## config.mk

```make
export PLATFORM = sky130hd
export DESIGN_NAME = parameter_save_restore
export DESIGN_NICKNAME = d
export VERILOG_FILES = /design/src/hdl/save_restore_pkg.sv /design/src/hdl/user_value_mem.sv /design/src/hdl/parameter_save_restore.sv
export VERILOG_INCLUDE_DIRS = /design/src /design/src/hdl
export SDC_FILE = /design/constraint.sdc
export NUM_CORES = 1
export LEC_CHECK = 0
export BUFFER_PORTS_ARGS = -buffer_cell sky130_fd_sc_hd__buf_2
export CAP_MARGIN = 20
export CORE_MARGIN = 4
export CORE_UTILIZATION = 55
export DETAILED_ROUTE_END_ITERATION = 8
export GPL_TIMING_DRIVEN = 0
export HOLD_SLACK_MARGIN = 0.05
export PLACE_DENSITY = 0.74
export SLEW_MARGIN = 10
export SYNTH_ARGS = -nofsm -noshare
export SYNTH_HDL_FRONTEND = slang
export SYNTH_SLANG_ARGS = --single-unit
```

## constraint.sdc

```tcl
create_clock -name sys_clk -period 11.7 [get_ports sys_clk]
set_input_delay 1.755 -clock sys_clk [delete_from_list [all_inputs] [get_ports sys_clk]]
set_output_delay 1.755 -clock sys_clk [all_outputs]
set_load 0.01 [all_outputs]
```

## src/hdl/save_restore_defines.svh

```systemverilog
// Offsets, key words, subindex numbers and category masks of the save/restore block.
`ifndef SAVE_RESTORE_DEFINES_SVH
`define SAVE_RESTORE_DEFINES_SVH

// ----------------------------------------------------------------------------
// Object indices
// ----------------------------------------------------------------------------
`define IDX_STORE_COMMAND 16'h1010
`define IDX_DISCARD_COMMAND 16'h1011
`define IDX_CONFIG_VERIFY_MARKER 16'h1020
`define IDX_USER_MEMORY_AREA 16'h2700

// ----------------------------------------------------------------------------
// Key words and status values
// ----------------------------------------------------------------------------
`define KEY_SAVE 32'h65766173
`define KEY_DISCARD 32'h64616F6C
`define WORD_ZERO 32'h00000000
`define WORD_ONE 32'h00000001

// ----------------------------------------------------------------------------
// Subindices
// ----------------------------------------------------------------------------
`define SUB_ZERO 8'h00
`define SUB_ALL 8'h01
`define SUB_COMM 8'h02
`define SUB_APPL 8'h03
`define SUB_CUST 8'h04
`define SUB_DRIVE 8'h05
`define SUB_TUNING 8'h06
`define SUB_MARK_DATE 8'h01
`define SUB_MARK_TIME 8'h02
`define SUB_USER_START 8'h01
`define SUB_USER_FIRST 8'h02
`define SUB_USER_LAST 8'h09
`define CMD_HIGHEST_SUB 32'h00000006
`define MARK_HIGHEST_SUB 32'h00000002
`define USER_HIGHEST_SUB 32'h00000009

// ----------------------------------------------------------------------------
// Category mask towards the store: comm, appl, cust, drive, tuning, marker
// ----------------------------------------------------------------------------
`define CAT_W 6
`define CAT_NONE 6'h00
`define CAT_COMM 6'h01
`define CAT_APPL 6'h02
`define CAT_CUST 6'h04
`define CAT_DRIVE 6'h08
`define CAT_TUNING 6'h10
`define CAT_MARKER 6'h20
`define CAT_TUNING_BIT 4
`define CAT_SAVE_ALL 6'h3F
`define CAT_DISCARD_ALL 6'h2F
`define CAT_USER 6'h04

`endif

```

## src/hdl/save_restore_pkg.sv

```systemverilog
// Types shared by the save/restore block.
package save_restore_pkg;

  typedef enum logic [1:0] {
    NV_LOAD,
    NV_SAVE,
    NV_ERASE,
    NV_USER
  } nv_op_type;

  typedef enum logic [2:0] {
    ST_BOOT,
    ST_LOAD,
    ST_IDLE,
    ST_SAVE,
    ST_ERASE,
    ST_USER,
    ST_RESTART
  } sr_state_type;

endpackage

```

## src/hdl/user_value_mem.sv

```systemverilog
// Small memory holding the user values, read data from a register.
`timescale 1ns/1ps
`default_nettype none

module user_value_mem #(
  parameter int WIDTH = 16,
  parameter int DEPTH = 8,
  parameter int AW = 3
) (
  input wire logic sys_clk,
  input wire logic wr_en,
  input wire logic [AW-1:0] wr_addr,
  input wire logic [WIDTH-1:0] wr_data,
  input wire logic [AW-1:0] rd_addr,
  output var logic [WIDTH-1:0] rd_data
);

  logic [WIDTH-1:0] mem [DEPTH];

  // Contents carry no reset; only dictionary writes to subindices 02..09 fill them.
  always_ff @(posedge sys_clk) begin
    if (wr_en) begin
      mem[wr_addr] <= wr_data;
    end
    rd_data <= mem[rd_addr];
  end

endmodule

`default_nettype wire

```

## src/hdl/parameter_save_restore.sv

```systemverilog
// Save, discard and reload control for dictionary categories kept in the nonvolatile store.
//
// Functional notes
// - Save key into store subindex saves category.
// - Finished save turns subindex value into one.
// - Subindices 01..06 select all, comm, appl, cust, drive, tuning.
// - Discard key deletes saved values of category.
// - Discard-all restores factory, keeps saved tuning.
// - After deletion the device restarts by itself.
// - Tuning erased only through discard subindex 06.
// - Savable writes clear marker; save-all, marker exempt.
// - Marker date and time saved with save-all.
// - User memory holds eight 16-bit values, 02..09.
// - One into user subindex 01 saves; zero when done.
// - Only whole categories saved, never live values.
// - Saved values reload after power-on or reset.
`timescale 1ns/1ps
`default_nettype none
`include "save_restore_defines.svh"

module parameter_save_restore #(
  parameter int USER_WIDTH = 16,
  parameter int USER_DEPTH = 8
) (
  input wire logic sys_clk,
  input wire logic rst,
  input wire logic od_wr,
  input wire logic od_rd,
  input wire logic [15:0] od_index,
  input wire logic [7:0] od_sub,
  input wire logic [31:0] od_wdata,
  input wire logic od_savable,
  output var logic od_ack,
  output var logic od_err,
  output var logic [31:0] od_rdata,
  output var logic nv_req,
  output var save_restore_pkg::nv_op_type nv_op,
  output var logic [`CAT_W-1:0] nv_mask,
  input wire logic nv_done,
  output var logic restart,
  output var logic busy
);
  import save_restore_pkg::*;

  // --------------------------------------------------------------------------
  // Request stage
  // --------------------------------------------------------------------------
  logic req_vld_q, req_vld_d, req_wr_q, req_wr_d, req_sav_q, req_sav_d;
  logic [15:0] req_idx_q, req_idx_d;
  logic [7:0] req_sub_q, req_sub_d;
  logic [31:0] req_data_q, req_data_d;
  logic [USER_WIDTH-1:0] mem_rdata;
  logic mem_wr;

  // One access at a time; a request during the pending one is dropped.
  always_comb begin
    req_vld_d = (od_wr | od_rd) & ~req_vld_q & ~od_ack;
    req_wr_d = od_wr;
    req_sav_d = od_savable;
    req_idx_d = od_index;
    req_sub_d = od_sub;
    req_data_d = od_wdata;
  end

  always_ff @(posedge sys_clk or posedge rst) begin
    if (rst) begin
      req_vld_q <= 1'b0;
      req_wr_q <= 1'b0;
      req_sav_q <= 1'b0;
      req_idx_q <= 16'h0000;
      req_sub_q <= 8'h00;
      req_data_q <= 32'h00000000;
    end else begin
      req_vld_q <= req_vld_d;
      req_wr_q <= req_wr_d;
      req_sav_q <= req_sav_d;
      req_idx_q <= req_idx_d;
      req_sub_q <= req_sub_d;
      req_data_q <= req_data_d;
    end
  end

  // --------------------------------------------------------------------------
  // Decode of the pending request
  // --------------------------------------------------------------------------
  logic wr_now, cmd_sub_ok, is_store, is_disc, is_mark, is_user, user_slot;
  logic store_ok, disc_ok, user_go, mark_clr, idle;
  logic [`CAT_W-1:0] save_mask, disc_mask;
  sr_state_type st_q, st_d;
  logic nv_req_q, nv_req_d, restart_q, restart_d, user_flag_q, user_flag_d;
  nv_op_type nv_op_q, nv_op_d;
  logic [`CAT_W-1:0] nv_mask_q, nv_mask_d;
  logic [7:0] cmd_sub_q, cmd_sub_d;

  assign idle = (st_q == ST_IDLE);
  assign wr_now = req_vld_q & req_wr_q;
  assign cmd_sub_ok = (req_sub_q >= `SUB_ALL) && (req_sub_q <= `SUB_TUNING);
  assign is_store = (req_idx_q == `IDX_STORE_COMMAND);
  assign is_disc = (req_idx_q == `IDX_DISCARD_COMMAND);
  assign is_mark = (req_idx_q == `IDX_CONFIG_VERIFY_MARKER);
  assign is_user = (req_idx_q == `IDX_USER_MEMORY_AREA);
  assign user_slot = (req_sub_q >= `SUB_USER_FIRST) && (req_sub_q <= `SUB_USER_LAST);
  // Only the exact key starts a save or discard, and only one starts a user save; any other value is refused.
  assign store_ok = wr_now & is_store & cmd_sub_ok & idle & (req_data_q == `KEY_SAVE);
  assign disc_ok = wr_now & is_disc & cmd_sub_ok & idle & (req_data_q == `KEY_DISCARD);
  assign user_go = wr_now & is_user & (req_sub_q == `SUB_USER_START) & idle
                 & (req_data_q == `WORD_ONE);
  assign mem_wr = wr_now & is_user & user_slot;
  // Savable writes and store-command subindices other than save-all wipe the marker.
  assign mark_clr = wr_now & ~is_mark
                  & (req_sav_q | (is_store & (req_sub_q != `SUB_ALL)));

  // Whole categories only; the marker travels with save-all and discard-all alone.
  always_comb begin
    unique case (req_sub_q)
      `SUB_ALL: save_mask = `CAT_SAVE_ALL;
      `SUB_COMM: save_mask = `CAT_COMM;
      `SUB_APPL: save_mask = `CAT_APPL;
      `SUB_CUST: save_mask = `CAT_CUST;
      `SUB_DRIVE: save_mask = `CAT_DRIVE;
      `SUB_TUNING: save_mask = `CAT_TUNING;
      default: save_mask = `CAT_NONE;
    endcase
    disc_mask = (req_sub_q == `SUB_ALL) ? `CAT_DISCARD_ALL : save_mask;
  end

  // --------------------------------------------------------------------------
  // Sequencer towards the nonvolatile store
  // --------------------------------------------------------------------------
  // A save may last seconds, so the sequencer simply waits for the store.
  always_comb begin
    st_d = st_q;
    nv_req_d = 1'b0;
    nv_op_d = nv_op_q;
    nv_mask_d = nv_mask_q;
    restart_d = 1'b0;
    cmd_sub_d = cmd_sub_q;
    user_flag_d = user_flag_q;
    unique case (st_q)
      ST_BOOT: begin
        nv_req_d = 1'b1;
        nv_op_d = NV_LOAD;
        nv_mask_d = `CAT_SAVE_ALL;
        st_d = ST_LOAD;
      end
      ST_LOAD: if (nv_done) st_d = ST_IDLE;
      ST_IDLE: begin
        if (store_ok) begin
          nv_req_d = 1'b1;
          nv_op_d = NV_SAVE;
          nv_mask_d = save_mask;
          cmd_sub_d = req_sub_q;
          st_d = ST_SAVE;
        end else if (disc_ok) begin
          nv_req_d = 1'b1;
          nv_op_d = NV_ERASE;
          nv_mask_d = disc_mask;
          cmd_sub_d = req_sub_q;
          st_d = ST_ERASE;
        end else if (user_go) begin
          nv_req_d = 1'b1;
          nv_op_d = NV_USER;
          nv_mask_d = `CAT_USER;
          user_flag_d = 1'b1;
          st_d = ST_USER;
        end
      end
      ST_SAVE: if (nv_done) st_d = ST_IDLE;
      ST_ERASE: begin
        if (nv_done) begin
          restart_d = 1'b1;
          st_d = ST_RESTART;
        end
      end
      ST_USER: begin
        if (nv_done) begin
          user_flag_d = 1'b0;
          st_d = ST_IDLE;
        end
      end
      ST_RESTART: st_d = ST_BOOT;
      default: st_d = ST_BOOT;
    endcase
  end

  always_ff @(posedge sys_clk or posedge rst) begin
    if (rst) begin
      st_q <= ST_BOOT;
      nv_req_q <= 1'b0;
      nv_op_q <= NV_LOAD;
      nv_mask_q <= `CAT_NONE;
      restart_q <= 1'b0;
      cmd_sub_q <= `SUB_ZERO;
      user_flag_q <= 1'b0;
    end else begin
      st_q <= st_d;
      nv_req_q <= nv_req_d;
      nv_op_q <= nv_op_d;
      nv_mask_q <= nv_mask_d;
      restart_q <= restart_d;
      cmd_sub_q <= cmd_sub_d;
      user_flag_q <= user_flag_d;
    end
  end

  // --------------------------------------------------------------------------
  // Marker entries and access answer
  // --------------------------------------------------------------------------
  logic [31:0] mark_date_q, mark_date_d, mark_time_q, mark_time_d, rdata_q, rdata_d;
  logic ack_q, ack_d, err_q, err_d;

  // The answer is registered, so it follows the request by two cycles.
  always_comb begin
    mark_date_d = mark_date_q;
    mark_time_d = mark_time_q;
    if (mark_clr) begin
      mark_date_d = `WORD_ZERO;
      mark_time_d = `WORD_ZERO;
    end else if (wr_now & is_mark & (req_sub_q == `SUB_MARK_DATE)) begin
      mark_date_d = req_data_q;
    end else if (wr_now & is_mark & (req_sub_q == `SUB_MARK_TIME)) begin
      mark_time_d = req_data_q;
    end
    ack_d = req_vld_q;
    err_d = 1'b0;
    rdata_d = `WORD_ZERO;
    if (req_vld_q & req_wr_q) begin
      if (is_store) err_d = ~store_ok;
      else if (is_disc) err_d = ~disc_ok;
      else if (is_mark) err_d = (req_sub_q != `SUB_MARK_DATE) && (req_sub_q != `SUB_MARK_TIME);
      else if (is_user) err_d = ~(user_go | mem_wr);
    end else if (req_vld_q) begin
      if (is_store | is_disc) begin
        if (req_sub_q == `SUB_ZERO) rdata_d = `CMD_HIGHEST_SUB;
        else if (is_store & (st_q == ST_SAVE) & (req_sub_q == cmd_sub_q)) rdata_d = `KEY_SAVE;
        else rdata_d = `WORD_ONE;
      end else if (is_mark) begin
        if (req_sub_q == `SUB_ZERO) rdata_d = `MARK_HIGHEST_SUB;
        else if (req_sub_q == `SUB_MARK_DATE) rdata_d = mark_date_q;
        else rdata_d = mark_time_q;
      end else if (is_user) begin
        if (req_sub_q == `SUB_ZERO) rdata_d = `USER_HIGHEST_SUB;
        else if (req_sub_q == `SUB_USER_START) rdata_d = {31'h0, user_flag_q};
        else rdata_d = {{(32 - USER_WIDTH){1'b0}}, mem_rdata};
      end
    end
  end

  always_ff @(posedge sys_clk or posedge rst) begin
    if (rst) begin
      mark_date_q <= `WORD_ZERO;
      mark_time_q <= `WORD_ZERO;
      ack_q <= 1'b0;
      err_q <= 1'b0;
      rdata_q <= `WORD_ZERO;
    end else begin
      mark_date_q <= mark_date_d;
      mark_time_q <= mark_time_d;
      ack_q <= ack_d;
      err_q <= err_d;
      rdata_q <= rdata_d;
    end
  end

  // Read address comes from the live request so data is ready one cycle on.
  user_value_mem #(.WIDTH(USER_WIDTH), .DEPTH(USER_DEPTH), .AW(3)) u_mem (
    .sys_clk(sys_clk),
    .wr_en(mem_wr),
    .wr_addr(3'(req_sub_q - `SUB_USER_FIRST)),
    .wr_data(req_data_q[USER_WIDTH-1:0]),
    .rd_addr(3'(od_sub - `SUB_USER_FIRST)),
    .rd_data(mem_rdata)
  );

  assign od_ack = ack_q;
  assign od_err = err_q;
  assign od_rdata = rdata_q;
  assign nv_req = nv_req_q;
  assign nv_op = nv_op_q;
  assign nv_mask = nv_mask_q;
  assign restart = restart_q;

  // Busy is taken from the next state so that it falls together with the return to idle.
  logic busy_q, busy_d;
  assign busy_d = (st_d != ST_IDLE);
  always_ff @(posedge sys_clk or posedge rst) begin
    if (rst) busy_q <= 1'b1;
    else busy_q <= busy_d;
  end
  assign busy = busy_q;

  // --------------------------------------------------------------------------
  // Assertions
  // --------------------------------------------------------------------------
  property p_save_start;
    @(posedge sys_clk) disable iff (rst) store_ok |=> nv_req && nv_op == NV_SAVE;
  endproperty
  a_save_start: assert property (p_save_start) else $error("save not started");

  property p_save_done;
    @(posedge sys_clk) disable iff (rst)
      req_vld_q && !req_wr_q && is_store && req_sub_q != `SUB_ZERO && idle
      |=> od_rdata == `WORD_ONE;
  endproperty
  a_save_done: assert property (p_save_done) else $error("save end not shown");

  property p_save_all_mask;
    @(posedge sys_clk) disable iff (rst)
      store_ok && req_sub_q == `SUB_ALL |=> nv_mask == `CAT_SAVE_ALL;
  endproperty
  a_save_all_mask: assert property (p_save_all_mask) else $error("save-all mask wrong");

  property p_discard_start;
    @(posedge sys_clk) disable iff (rst) disc_ok |=> nv_req && nv_op == NV_ERASE;
  endproperty
  a_discard_start: assert property (p_discard_start) else $error("discard missing");

  property p_keep_tuning;
    @(posedge sys_clk) disable iff (rst)
      nv_req && nv_op == NV_ERASE && nv_mask[`CAT_TUNING_BIT] |-> cmd_sub_q == `SUB_TUNING;
  endproperty
  a_keep_tuning: assert property (p_keep_tuning) else $error("tuning erased");

  property p_restart;
    @(posedge sys_clk) disable iff (rst)
      st_q == ST_ERASE && nv_done |=> restart ##2 (nv_req && nv_op == NV_LOAD);
  endproperty
  a_restart: assert property (p_restart) else $error("no restart and reload");

  property p_marker_clear;
    @(posedge sys_clk) disable iff (rst) mark_clr |=> mark_date_q == 0 && mark_time_q == 0;
  endproperty
  a_marker_clear: assert property (p_marker_clear) else $error("marker kept");

  property p_reject;
    @(posedge sys_clk) disable iff (rst)
      wr_now && (is_store || is_disc) && !store_ok && !disc_ok |=> od_err && !nv_req;
  endproperty
  a_reject: assert property (p_reject) else $error("bad key accepted");

  property p_user_done;
    @(posedge sys_clk) disable iff (rst)
      st_q == ST_USER && nv_done |=> !user_flag_q && st_q == ST_IDLE;
  endproperty
  a_user_done: assert property (p_user_done) else $error("user flag stuck");

  c_save_all: cover property (@(posedge sys_clk) disable iff (rst)
    store_ok && req_sub_q == `SUB_ALL ##[1:100] st_q == ST_IDLE);
  c_discard_restart: cover property (@(posedge sys_clk) disable iff (rst) restart);
  c_user_save: cover property (@(posedge sys_clk) disable iff (rst) user_go ##[1:100] !user_flag_q);

endmodule

`default_nettype wire

```

==> impl_results.md <==
- HPWL after detailed placement: 19.8 mm
- Syn Area/Cell: 12.9 um2
- CP Data Arrival Time: 4.14 ns
- Post-synth EDFFs: 128
- Syn. warnings: 0
- Largest net degree at the start of global routing: 123
- RSZ-0062 raised after global routing: false
- Max IR drop VDD: 0.122 mV
- DRC: 0
- Area of the multi-input gates: 3540 um2
- CTS Sinks: 324
- Worst Setup EP: u_mem.mem[6][15]
- CTS tree: built
- CP cell instances: or4_1, nor4_1, nand4_1, or2_2, nor3_2, buf_4
- Critical path type: flop to flop
- Total Power: 2.52 mW
- Pre-antenna DRT Iters: 7
- Critical Path RT: 11.89 ns
- Hold_ws: 0.432 ns
- Initial antenna violation count: 0
- GP Congestion: 0.928
- Die W: 159 um
- Area delta synth->final: 17.8%
- Mapped cell area: 12500 um2
- Worst r2r dst: u_mem.mem[6][15]
- FF-to-FF setup slack: 7.76 ns
- Initial DRC Count: 871
- Fraction of final layout cells sized beyond drive strength 1: 20.9%
- R2R depth: 6
- Psw: 557 uW
- CP max stage cell: nor4_1
- Vias: 8390
- Final setup violating endpoints: 0
- Register share of total power: 49.3%
- First-pass GRT wire length: 47.2 mm
- Total track usage: 23.8%
- F_max: 254 MHz
- CTS root buf: clkbuf_16
- Hold Fails Final Rpt: 0
- Max_slew headroom: 29.9%
- Setup repair bufs after CTS: 0
- Die area: 25300 um2
- Max-cap violation count: 0
- Io pins: 107
- WL final: 29.8 mm
- Die height: 159 um
- Int Pwr: 1.97 mW
- Antenna cell count: 0
- Cell Pwr Density: 171 nW/um2
- Clock insertion delay at the later pin of the skew report: 0.51 ns
- Post-synthesis sequential area ratio: 69.2%
- Filler cells: 1582
- Initial core utilization: 56.7%
- GRT overflow: 0
- CTS max path bufs: 3
- Synth Net Count: 1030
- Ys async rst share: 55.6%
- CP Capture Type: flop
- Yosys cell types: 59
- Sw frac: 22.0%
- Final #Nets: 1181
- Clock power share: 44.2%
- Final Util: 66.8%
- Max-slew violation count: 0
- Critical R2R Launch: req_idx_q[0]
- Routed vias/inst: 5.89
- H-tree levels: 2
- Fin crit share: 33.7%
- Fin crit period: 3.94 ns
- Outcome: finished, final reports clean
- Crit-path max cell delay: 0.89 ns
- Synth Register Bits: 324
- Setup crit start: req_idx_q[0]
- Main synth FF type: dfrtp_1
- Drt wl/cell: 20.9 um
- Pleak: 6.07 nW
- Tightest Pin Transition: 1.04 ns
- Core ar.: 22100 um2
- Vias in the first global route: 8485
- Port bufs: 106
- CP max FO: 9
- Worst Hold Class: flop to flop
- CTS Hold Buffers Added: 0
- Row count: 54
- Reg area: 8670 um2
- Cts repair resizes: 0
- Antenna Nets Post-Route: 0
- Comb pwr share: 6.5%
- CTS Buf Count: 34
- Worst setup SP type: flop
- Final worst clock skew: 0.0133 ns
- Setup TNS: 0 ns
- Synth Instances: 968
- Clk slew on worst S/H paths: 0.05 ns
how the worst min path moves through the flow:
stage                   to   start  slack, ns  cells past startpoint
finish               ack_d  od_ack       0.43                      1
detailed placement   ack_d  od_ack       0.42                      1
global placement     ack_d  od_ack       0.42                      1
floorplan           od_ack   ack_d       0.42                      0
CTS                  ack_d  od_ack       0.43                      1
global route         ack_d  od_ack       0.46                      1
final cells by class:
type	instances	share of cell area (%)
repair buffers	115	4.47
flip-flops and latches	324	58.7
multi-input cells	552	24.0
clock buffers	53	7.23
inverters	37	0.992
plain buffers	55	1.44
well taps	280	2.37
clock inverters	8	0.797
routing by layer:
metal	global-route usage, %	part of all wire, %	wire (um)
met5	0	0	0
met4	6.90	2.2	646
met3	5.33	9.3	2770
met2	37.6	47	14000
met1	33.9	41	12300
Yosys cell counts (14+ instances only):
library cell    n  area (um2)
o21ai_0        66         330
dfxtp_1        16         320
nor2_1         43         161
edfxtp_1      128        3840
a21oi_1        35         175
mux2_2         14         158
clkbuf_1       42         158
nand2_1       146         548
inv_1          37         139
nand3_1        70         350
mux4_2         27         608
dfrtp_1       179        4480
critical path, delay by kind of cell (launching register included):
family | cells | cell delay (ns)
buffers and inverters | 1 | 0.34
flip-flops | 1 | 0.48
AND/OR/NAND/NOR | 5 | 2.81
sequential cells by signal, summed over array words and instances (netlist names), 2 cells and up:
signal	count
u_mem.rd_data	16
req_data_q	32
cmd_sub_q	8
mark_time_q	32
nv_mask	6
req_idx_q	16
u_mem.mem	128
mark_date_q	32
nv_op	2
st_q	3
od_rdata	32
req_sub_q	8
cell families after synthesis:
kind of cell	count (synthesis)	share of synthesized area, %
compound gates	132	6.10
xor+xnor	10	0.699
buf+inv	92	2.81
flops	324	69.2
mux	56	7.43
simple gates	354	13.8
stage by stage:
step | cells | instance area (um2) | setup WS (ns)
after floorplan | 968 | 12500 | 5.06
after global placement | 1354 | 13400 | 3.23
after detailed placement | 1363 | 13600 | 7.25
after CTS | 1424 | 14800 | 7.78
after global routing | 1424 | 14800 | 7.56
final | 1424 | 14800 | 7.76
power groups by stage:
| stage | logic (mW) | registers (mW) | clock network (mW) |
|---|---|---|---|
| after floorplan | 0.0997 | 1.26 | 0 |
| after global placement | 0.159 | 1.26 | 0 |
| after detailed placement | 0.163 | 1.26 | 0 |
| after CTS | 0.165 | 1.24 | 1.13 |
| after global routing | 0.182 | 1.25 | 1.18 |
| final | 0.165 | 1.24 | 1.12 |
cell usage in the layout (no fill, tap or decap), types with 36 or more instances in the layout:
| cell | count |
|---|---|
| buf_2 | 111 |
| clkbuf_16 | 38 |
| clkbuf_1 | 51 |
| nand3_1 | 70 |
| nand2_1 | 146 |
| inv_1 | 36 |
| dfrtp_1 | 179 |
| nor2_1 | 37 |
| edfxtp_1 | 128 |
| o21ai_0 | 66 |
(Power assumes the default switching activity.)
